**src/include/sfr_pkg.sv**
```systemverilog
// Purpose: constants and types for the supply rail fault response block
// Assumes: 40 MHz i_mclk, synchronous comparator inputs
// Notes:   one control byte, status byte at its own address
package sfr_pkg;

  ////////////////////////////////////////////////////////////////////////
  localparam logic [7:0]  SFR_ADDR_CTRL  = 8'hB3;
  localparam logic [7:0]  SFR_ADDR_STAT  = 8'hD3;
  localparam logic [7:0]  SFR_CTRL_RST   = 8'h00;
  localparam logic [7:0]  SFR_STAT_RST   = 8'h00;
  localparam int          SFR_NCOND      = 4;

  // field position of each condition in the response register
  localparam int          SFR_FLD_DRV_OV = 0;
  localparam int          SFR_FLD_DRV_UV = 2;
  localparam int          SFR_FLD_LOG_OV = 4;
  localparam int          SFR_FLD_LOG_UV = 6;

  // status bit of each condition
  localparam int          SFR_ST_LOG_OV  = 0;
  localparam int          SFR_ST_LOG_UV  = 1;
  localparam int          SFR_ST_DRV_OV  = 2;
  localparam int          SFR_ST_DRV_UV  = 4;

  // response field codes
  localparam logic [1:0]  SFR_RESP_FLAG  = 2'h0;
  localparam logic [1:0]  SFR_RESP_HICC  = 2'h1;
  localparam logic [1:0]  SFR_RESP_LATCH = 2'h2;
  localparam logic [1:0]  SFR_RESP_FLAG2 = 2'h3;

  localparam longint      SFR_CLK_HZ     = 40000000;
  localparam longint      SFR_HICCUP_MS  = 500;
  localparam longint      SFR_HICCUP_CYC = (SFR_HICCUP_MS * SFR_CLK_HZ) / 1000;
  localparam int          SFR_CNT_W      = 25;

  typedef enum logic [1:0] {
    SFR_HICCUP_NONE,
    SFR_HICCUP_STOP,
    SFR_LATCH_STOP
  } sfr_action_t;

  typedef struct packed {
    logic drv_ov;
    logic drv_uv;
    logic log_ov;
    logic log_uv;
  } sfr_faults_t;

  typedef struct packed {
    logic       wr;
    logic       rd;
    logic [7:0] addr;
    logic [7:0] wdata;
  } sfr_reg_req_t;

  // 11 folds onto 00, unknown codes never stop switching
  function automatic sfr_action_t sfr_decode(input logic [1:0] code);
    sfr_action_t a;
    a = SFR_HICCUP_NONE;
    case (code)
      SFR_RESP_HICC:  a = SFR_HICCUP_STOP;
      SFR_RESP_LATCH: a = SFR_LATCH_STOP;
      default:        a = SFR_HICCUP_NONE;
    endcase
    return a;
  endfunction

endpackage

```
**src/rtl/sfr_fault_resp.sv**
```systemverilog
// Purpose: fault response register and PWM stop control for both rails
// Assumes: register port single cycle strobes, inputs synchronous
// Notes:   status bits are sticky, writing one at the status address clears
module sfr_fault_resp
  import sfr_pkg::*;
#(
  parameter logic [SFR_CNT_W-1:0] HICC_CY = SFR_CNT_W'(SFR_HICCUP_CYC)
) (
  input  wire logic         i_mclk,
  input  wire logic         i_sys_rst,
  input  wire logic         i_ce,
  input  wire sfr_reg_req_t i_reg_req,
  output logic [7:0]        o_reg_rdata,
  input  wire sfr_faults_t  i_faults,
  input  wire logic         i_indiv_resp_en,
  input  wire logic [1:0]   i_mode_resp,
  input  wire logic         i_pwm_en,
  input  wire logic         i_chip_en,
  output logic              o_pwm_stop,
  output logic [7:0]        o_status,
  output logic              o_fault_flag_n_o,
  output logic              o_fault_flag_n_oe
);

  typedef struct packed {
    logic [7:0] ctrl;
    logic [7:0] stat;
    logic [7:0] rdata;
  } sfr_top_t;

  sfr_top_t    state_reg;
  sfr_top_t    state_next;
  logic [3:0]  cond;
  logic [3:0]  stop;
  logic [7:0]  set_mask;
  logic [7:0]  clr_mask;
  sfr_action_t act [SFR_NCOND];
  int          fld  [SFR_NCOND];

  ////////////////////////////////////////////////////////////////////////
  assign cond   = {i_faults.log_uv, i_faults.log_ov, i_faults.drv_uv, i_faults.drv_ov};
  assign fld[0] = SFR_FLD_DRV_OV;
  assign fld[1] = SFR_FLD_DRV_UV;
  assign fld[2] = SFR_FLD_LOG_OV;
  assign fld[3] = SFR_FLD_LOG_UV;

  always_comb begin
    for (int i = 0; i < SFR_NCOND; i++) begin
      // mode pin wins unless individual responses are enabled
      act[i] = i_indiv_resp_en ? sfr_decode(state_reg.ctrl[fld[i] +: 2])
                               : sfr_decode(i_mode_resp);
    end
  end

  ////////////////////////////////////////////////////////////////////////
  for (genvar g = 0; g < SFR_NCOND; g++) begin : g_cell
    sfr_resp_cell #(
      .CNT_W   (SFR_CNT_W),
      .HICC_CY (HICC_CY)
    ) u_cell (
      .i_mclk    (i_mclk),
      .i_sys_rst (i_sys_rst),
      .i_ce      (i_ce),
      .i_fault   (cond[g]),
      .i_action  (act[g]),
      .i_run_en  (i_pwm_en & i_chip_en),
      .o_stop    (stop[g])
    );
  end

  ////////////////////////////////////////////////////////////////////////
  always_comb begin
    set_mask                = 8'h00;
    set_mask[SFR_ST_DRV_OV] = i_faults.drv_ov;
    set_mask[SFR_ST_DRV_UV] = i_faults.drv_uv;
    set_mask[SFR_ST_LOG_OV] = i_faults.log_ov;
    set_mask[SFR_ST_LOG_UV] = i_faults.log_uv;
    clr_mask = 8'h00;
    if (i_reg_req.wr && i_reg_req.addr == SFR_ADDR_STAT) begin
      clr_mask = i_reg_req.wdata;
    end
    state_next = state_reg;
    if (i_reg_req.wr && i_reg_req.addr == SFR_ADDR_CTRL) begin
      state_next.ctrl = i_reg_req.wdata;
    end
    // set beats a clear landing in the same cycle
    state_next.stat = (state_reg.stat & ~clr_mask) | set_mask;
    if (i_reg_req.rd) begin
      case (i_reg_req.addr)
        SFR_ADDR_CTRL: state_next.rdata = state_reg.ctrl;
        SFR_ADDR_STAT: state_next.rdata = state_reg.stat;
        default:       state_next.rdata = 8'h00;
      endcase
    end
  end

  always_ff @(posedge i_mclk or posedge i_sys_rst) begin
    if (i_sys_rst) begin
      state_reg <= '{ctrl: SFR_CTRL_RST, stat: SFR_STAT_RST, rdata: 8'h00};
    end else if (i_ce) begin
      state_reg <= state_next;
    end
  end

  ////////////////////////////////////////////////////////////////////////
  assign o_reg_rdata       = state_reg.rdata;
  assign o_status          = state_reg.stat;
  assign o_pwm_stop        = |stop;
  // open drain: only ever pulls low
  assign o_fault_flag_n_o  = 1'b0;
  assign o_fault_flag_n_oe = |state_reg.stat;

endmodule

```
**src/rtl/sfr_resp_cell.sv**
```systemverilog
// Purpose: response sequencer for one supply rail condition
// Assumes: i_fault synchronous to i_mclk
// Notes:   restart from latch-off needs only i_run_en low, no return high
module sfr_resp_cell
  import sfr_pkg::*;
#(
  parameter int                   CNT_W   = SFR_CNT_W,
  parameter logic [SFR_CNT_W-1:0] HICC_CY = SFR_CNT_W'(SFR_HICCUP_CYC)
) (
  input  wire logic        i_mclk,
  input  wire logic        i_sys_rst,
  input  wire logic        i_ce,
  input  wire logic        i_fault,
  input  wire sfr_action_t i_action,
  input  wire logic        i_run_en,
  output logic             o_stop
);

  typedef enum logic [1:0] {
    SFR_C_RUN,
    SFR_C_HOLD,
    SFR_C_WAIT,
    SFR_C_LATCH
  } sfr_cell_st_t;

  typedef struct packed {
    sfr_cell_st_t     st;
    logic [CNT_W-1:0] cnt;
  } sfr_cell_t;

  sfr_cell_t state_reg;
  sfr_cell_t state_next;

  ////////////////////////////////////////////////////////////////////////
  always_comb begin
    state_next = state_reg;
    case (state_reg.st)
      SFR_C_RUN: begin
        if (i_fault && i_action == SFR_HICCUP_STOP) begin
          state_next.st = SFR_C_HOLD;
        end else if (i_fault && i_action == SFR_LATCH_STOP) begin
          state_next.st = SFR_C_LATCH;
        end
      end
      SFR_C_HOLD: begin
        // timer only starts once the comparator drops
        if (!i_fault) begin
          state_next.st  = SFR_C_WAIT;
          state_next.cnt = '0;
        end
      end
      SFR_C_WAIT: begin
        if (i_fault) begin
          state_next.st = SFR_C_HOLD;
        end else if (state_reg.cnt >= HICC_CY - CNT_W'(1)) begin
          state_next.st = SFR_C_RUN;
        end else begin
          state_next.cnt = state_reg.cnt + CNT_W'(1);
        end
      end
      SFR_C_LATCH: begin
        if (!i_run_en) begin
          state_next.st = SFR_C_RUN;
        end
      end
      default: state_next.st = SFR_C_RUN;
    endcase
  end

  always_ff @(posedge i_mclk or posedge i_sys_rst) begin
    if (i_sys_rst) begin
      state_reg <= '{st: SFR_C_RUN, cnt: '0};
    end else if (i_ce) begin
      state_reg <= state_next;
    end
  end

  assign o_stop = (state_reg.st != SFR_C_RUN);

endmodule

```
**config.mk**
```make
export PLATFORM = sky130hd
export DESIGN_NAME = sfr_fault_resp
export DESIGN_NICKNAME = d
export VERILOG_FILES = /design/src/include/sfr_pkg.sv /design/src/rtl/sfr_fault_resp.sv /design/src/rtl/sfr_resp_cell.sv
export SDC_FILE = /design/constraint.sdc
export NUM_CORES = 1
export LEC_CHECK = 0
export ABC_AREA = 1
export BUFFER_PORTS_ARGS = -buffer_cell sky130_fd_sc_hd__buf_2
export CAP_MARGIN = 0
export CELL_PAD_IN_SITES_DETAIL_PLACEMENT = 1
export CELL_PAD_IN_SITES_GLOBAL_PLACEMENT = 1
export CORE_ASPECT_RATIO = 1.25
export CORE_MARGIN = 8
export CORE_UTILIZATION = 45
export CTS_CLUSTER_SIZE = 24
export DETAILED_ROUTE_END_ITERATION = 10
export PLACE_DENSITY_LB_ADDON = 0.1
export SYNTH_ARGS = -nofsm -noshare
export SYNTH_HDL_FRONTEND = slang
export SYNTH_SLANG_ARGS = --single-unit
```
**constraint.sdc**
```tcl
create_clock -name i_mclk -period 5.7 [get_ports i_mclk]
set_clock_uncertainty 0.2 [all_clocks]
set_input_delay 0.57 -clock i_mclk [delete_from_list [all_inputs] [get_ports i_mclk]]
set_output_delay 0.57 -clock i_mclk [all_outputs]
set_load 0.01 [all_outputs]
```
After elaboration in Yosys (flattened, before gate mapping):

Index checks and enable logic that the tools add are counted.

* flip-flop bits (word level): 132
* input port bits: 30
* output and inout port bits: 19
* logic and storage cells: 161

* $add $sub $neg: 4
* $lt $le $gt $ge: 4
* equality and inequality tests: 56
* mux-type cells: 48
* bitwise operators: 4
* reduce and logical (&&, ||, !) cells: 34

Operators with widths (count)
* $mux 25: 8
* $pmux 25 s2: 4
* $mux 27: 4
* $add 25x1->25 const B: 4
* $ge 25x25->1 const B: 4
* $mux 2: 21
* $reduce_and 5->1: 8
* $eq 2x2->1 const B: 17
* $ne 2x2->1 const B: 16
* $pmux 2 s4: 4
* $eq 2x1->1 const B: 13
* $pmux 2 s2: 5
* $eq 8x8->1 const B: 2
* $pmux 8 s2: 1
* $reduce_bool 2->1: 8
* $ne 3x1->1 const B: 4
* $ne 3x2->1 const B: 4
* $logic_and 1x1->1: 10
* $and 8x8->8: 1
* $logic_not 2->1: 4
* $mux 8: 1
* $not 8->8: 1
* $or 8x5->8: 1
* $reduce_or 8->1: 1
* other kinds (3): 4

Logic depth before layout (Yosys ltp):

* depth after elaboration: 8
* depth in mapped cells: 14
* mapped depth without buffers: 13

By module:

From an unflattened synthesis, not the netlist that was laid out.

* cells, all modules: 1544
* area total of the unflattened synthesis: 9729.3 um^2

By module, submodules not included
* sfr_resp_cell: instances 4, cells each 341, area each 2074.5 um^2, sequential area each 675.6 um^2
* sfr_fault_resp: instances 1, cells each 180, area each 1431.4 um^2, sequential area each 600.6 um^2

Worst setup path after synthesis:

No wires, ideal clock.

* path type: input-to-reg
* from: in i_reg_req[11] in the netlist's numbering
* to: reg state_reg[17] in the netlist's numbering
* library setup time: 0.121 ns
* data arrival time: 1.682 ns
* data required time: 5.379 ns
* path slack: 3.697 ns
* stages on the path: 7
* path buffers: 2
* cells stage by stage: nor3_2 -> nand4_1 -> or2_1 -> clkbuf_1 -> buf_2 -> nand2_1 -> o21ai_1

* word-level cells in the longest chain between the ends: 3

Ends and longest elaborated chain
* start, declared: RTL line sfr_fault_resp.sv:12 `input wire sfr_reg_req_t i_reg_req,`
* $eq 8x8->1: RTL line sfr_fault_resp.sv:83 `if (i_reg_req.wr && i_reg_req.addr == SFR_ADDR_CTRL) begin`
* $logic_and 1x1->1: RTL line sfr_fault_resp.sv:83
* $reduce_and 2->1 (no source line)
* end signal, assigned: RTL line sfr_fault_resp.sv:99 `state_reg <= '{ctrl: SFR_CTRL_RST, stat: SFR_STAT_RST, rdata: 8'h00};`
* end signal, assigned: RTL line sfr_fault_resp.sv:101 `state_reg <= state_next;`
* end, declared: RTL line sfr_fault_resp.sv:31 `sfr_top_t state_reg;`

Every way passes these cells.
A chain may end at the register's enable or synchronous reset.

Final worst setup path:

* from: reg g_cell[3].u_cell.state_reg[0] in the netlist's numbering
* to: reg g_cell[3].u_cell.state_reg[12] in the netlist's numbering

* word-level cells in the longest chain between the ends: 4
* elaborated cells on any way between the ends: 7
* those cells by class: add/sub: 1; order compare: 1; eq/ne: 1; mux: 3; reduce/logical: 1

Ends and longest elaborated chain
* start, declared: RTL line sfr_resp_cell.sv:31 `sfr_cell_t state_reg;`
* start signal, assigned: RTL line sfr_resp_cell.sv:72 `state_reg <= '{st: SFR_C_RUN, cnt: '0};`
* start signal, assigned: RTL line sfr_resp_cell.sv:74 `state_reg <= state_next;`
* $add 25x1->25: RTL line sfr_resp_cell.sv:58 `state_next.cnt = state_reg.cnt + CNT_W'(1);`
* $mux 25: RTL line sfr_resp_cell.sv:55 `end else if (state_reg.cnt >= HICC_CY - CNT_W'(1)) begin`
* $mux 25: RTL line sfr_resp_cell.sv:53 `if (i_fault) begin`
* $pmux 25 s2: RTL line sfr_resp_cell.sv:37 `case (state_reg.st)`

Parallel ways exist; a longest one is shown, timed or not. The select of a mux whose other input is x is not followed.

==> impl_metrics.json <==
{
  "p_int_w": 0.00185,
  "synth_top_area_frac": 0.340,
  "avgRoutedWirePerCell_um": 16.3,
  "grt_max_degree": 93,
  "comb_power_share": 0.214,
  "hold_buffers": 0,
  "synth-seq-cells": 132,
  "arrival_ns": 2.83,
  "tightestPinTransition_ns": 1.02,
  "path_cells": "ha_1, nand2_1, nor2_1, nand2_1, nor2_1, nand2_1, nand4_2, nand2_4, nand2_4, nand2_1, nand2_1",
  "async_flop_share": 1.00,
  "status": "finished, final reports clean",
  "post-dp-hpwl_um": 21600,
  "grt_pass1_vias": 10200,
  "hold_path.class": "in2async",
  "regArea_um2": 3300,
  "clkPwrFrac": 0.411,
  "synth_cells": 1525,
  "crit_family": "simple AND/OR/NAND/NOR gates",
  "syn_nets": 1559,
  "io_pins": 49,
  "clkTransAtPathRegs_ns": 0.06,
  "n_antenna_cell": 0,
  "setup_tns_ns": 0,
  "power.switching_w": 0.000978,
  "cp_num_buf_inv": 0,
  "tritoncts": "built",
  "die_x_um": 147,
  "clock-root-buffer": "clkbuf_16",
  "area_delta_synth_final_pct": 8.62,
  "grtUsageTotal": 0.228,
  "gp_congestion": 0.880,
  "cp_common_cell": "nand2_1",
  "fill_cells": 2961,
  "hold_violations": 0,
  "grt_pass1_wl_um": 50300,
  "routed_wl_um": 29600,
  "ys_top_cells_by_area": "dfrtp_1, nand2_1, nand3_1",
  "yosysSeqAreaShare": 0.340,
  "fmax_ghz": 0.373,
  "critPathSlowestCell": "dfrtp_1",
  "syn_area_um2": 9710,
  "period_share": 0.471,
  "cts_setup_buffers": 0,
  "io_buffers": 47,
  "die_h_um": 180,
  "max_stage_delay_ns": 0.39,
  "peakVddDrop_v": 0.000209,
  "power_density_nw_per_um2": 268,
  "synth.avg_cell_area_um2": 6.36,
  "drtIter0Drc": 360,
  "rows": 60,
  "post_cts_resize_count": 0,
  "yosysMostFrequentCell": "nand2_1",
  "setup_viol": 0,
  "initial_core_util": 0.455,
  "cp_max_fo": 26,
  "vias_per_cell": 5.34,
  "rsz0062_at_grt": "no",
  "dr.pass1.iters": 7,
  "swShare": 0.346,
  "h-tree-depth": 4,
  "fin_crit_ns": 2.68,
  "slew_headroom": 0.317,
  "final_net_count": 1565,
  "drc": 0,
  "cap_violations": 0,
  "path_class": "reg2reg",
  "power_frac_seq": 0.375,
  "crit_required_ns": 5.85,
  "multi_input_area_um2": 5360,
  "largest_reg_flops": 108,
  "power_w": 0.00283,
  "drive_above_1_share": 0.0797,
  "cts_buffers": 17,
  "antenna_found_initial": 1,
  "die_area_um2": 26600,
  "ys_warn_count": 0,
  "synth-main-ff-cell": "dfrtp_1",
  "synth.largest_area_cell": "dfrtp_1",
  "synth_edf_count": 0,
  "vias": 9730,
  "synth_commonest_cells": "nand2_1, nor2_1, nand3_1",
  "p_leak_nw": 5.06,
  "worstSetupStartpointType": "flip-flop",
  "antenna_left": 0,
  "clock_path_buffers": 2,
  "clkSinkCount": 132,
  "grt-ovfl-total": 0,
  "clk_latency_ns": 0.43,
  "core_um2": 21300,
  "cp-end-kind": "flip-flop",
  "slew_violations": 0,
  "netlist-cell-type-count": 42
}
[worst reg2reg max path, cell delays in order (launching register included)]
cell	delay (ns)
dfrtp_1	0.39
ha_1	0.29
nand2_1	0.14
nor2_1	0.29
nand2_1	0.19
nor2_1	0.14
nand2_1	0.07
nand4_2	0.16
nand2_4	0.23
nand2_4	0.34
nand2_1	0.10
nand2_1	0.08
[power by group through the flow]
stage | registers [W] | logic [W] | clock network (W)
after floorplan | 0.00106 | 0.000494 | 0
after global placement | 0.00107 | 0.000601 | 0
after detailed placement | 0.00108 | 0.000616 | 0
after CTS | 0.00106 | 0.000621 | 0.00119
after global routing | 0.00107 | 0.000692 | 0.00122
final | 0.00106 | 0.000604 | 0.00116
[kinds of logic (layout without fill, tap and decap cells)]
group	after synthesis	after routing	share of synthesized area
and+or+nand+nor	1032	1032	0.459
buffers and inverters	236	254	0.107
DFF	132	132	0.340
AOI/OAI and AO/OA	71	71	0.0422
xor gates and xnor gates	41	41	0.0370
muxes	8	8	0.00928
adders and majority gates	4	4	0.00516
other	1	1	0.000386
[area by class of cell]
type | count | share of cell area
Sequential cell | 132 | 0.313
Clock buffer | 23 | 0.0463
Clock inverter | 8 | 0.0117
Inverter | 173 | 0.0621
Timing Repair Buffer | 50 | 0.0247
Multi-Input combinational cell | 1157 | 0.509
Tap cell | 279 | 0.0331
[stage by stage]
| stage | worst slack (ns) | hold slack (ns) | util | area [um^2] | cells |
|---|---|---|---|---|---|
| 2_1_floorplan | 1.40 | 0.267 | - | 9710 | 1525 |
| 3_3_place_gp | 3.08 | 0.285 | 0.466 | 9930 | 1791 |
| 3_5_place_dp | 3.07 | 0.293 | 0.466 | 9930 | 1791 |
| 4_1_cts | 3.01 | 0.168 | 0.494 | 10500 | 1822 |
| 5_1_grt | 2.80 | 0.198 | 0.494 | 10500 | 1822 |
| 6_report | 3.02 | 0.121 | 0.494 | 10500 | 1822 |
[final timing paths]
path	start	to	slack, ns	cells past startpoint
worst max-delay path	g_cell[3].u_cell.state_reg[0]	g_cell[3].u_cell.state_reg[12]	3.02	11
worst min-delay path	i_sys_rst	g_cell[3].u_cell.state_reg[15]	0.12	2
worst max register to register	g_cell[3].u_cell.state_reg[0]	g_cell[3].u_cell.state_reg[12]	3.02	11
worst min register to register	o_reg_rdata[2]	o_reg_rdata[2]	0.30	1
max in group asynchronous	i_sys_rst	g_cell[3].u_cell.state_reg[12]	4.01	3
min in group i_mclk	i_reg_req[7]	state_reg[23]	0.22	3
[cells in the final DEF, fill, tap and decap left out, types with 3 or more instances in the layout]
cell type,netlist,final
nand2_1,502,502
nor2_1,228,228
nand3_1,182,182
inv_1,167,166
dfrtp_1,132,132
nor3_1,50,50
buf_2,14,46
xor2_1,33,33
nand4_1,27,27
o21ai_0,20,20
clkbuf_16,0,17
a21oi_1,15,15
o22ai_1,12,12
xnor2_1,8,8
o31ai_1,8,8
mux2_2,8,8
o21ai_1,8,8
nand2_4,7,7
nand3_2,6,6
inv_2,5,5
nor2_4,5,5
nor3b_1,5,5
nand2_2,5,5
a211oi_1,5,5
ha_1,4,4
clkbuf_8,0,4
buf_4,20,4
and2_1,3,3
bufinv_16,0,3
[per-layer routing]
metal	GRT usage	part of all wire	vias to the layer above
met1	0.260	0.42	4759
li1	-	-	4812
met5	0	0.00044	-
met3	0.0281	0.017	52
met2	0.423	0.54	105
met4	0.0793	0.025	2
Power figures use the tool's default switching activity.
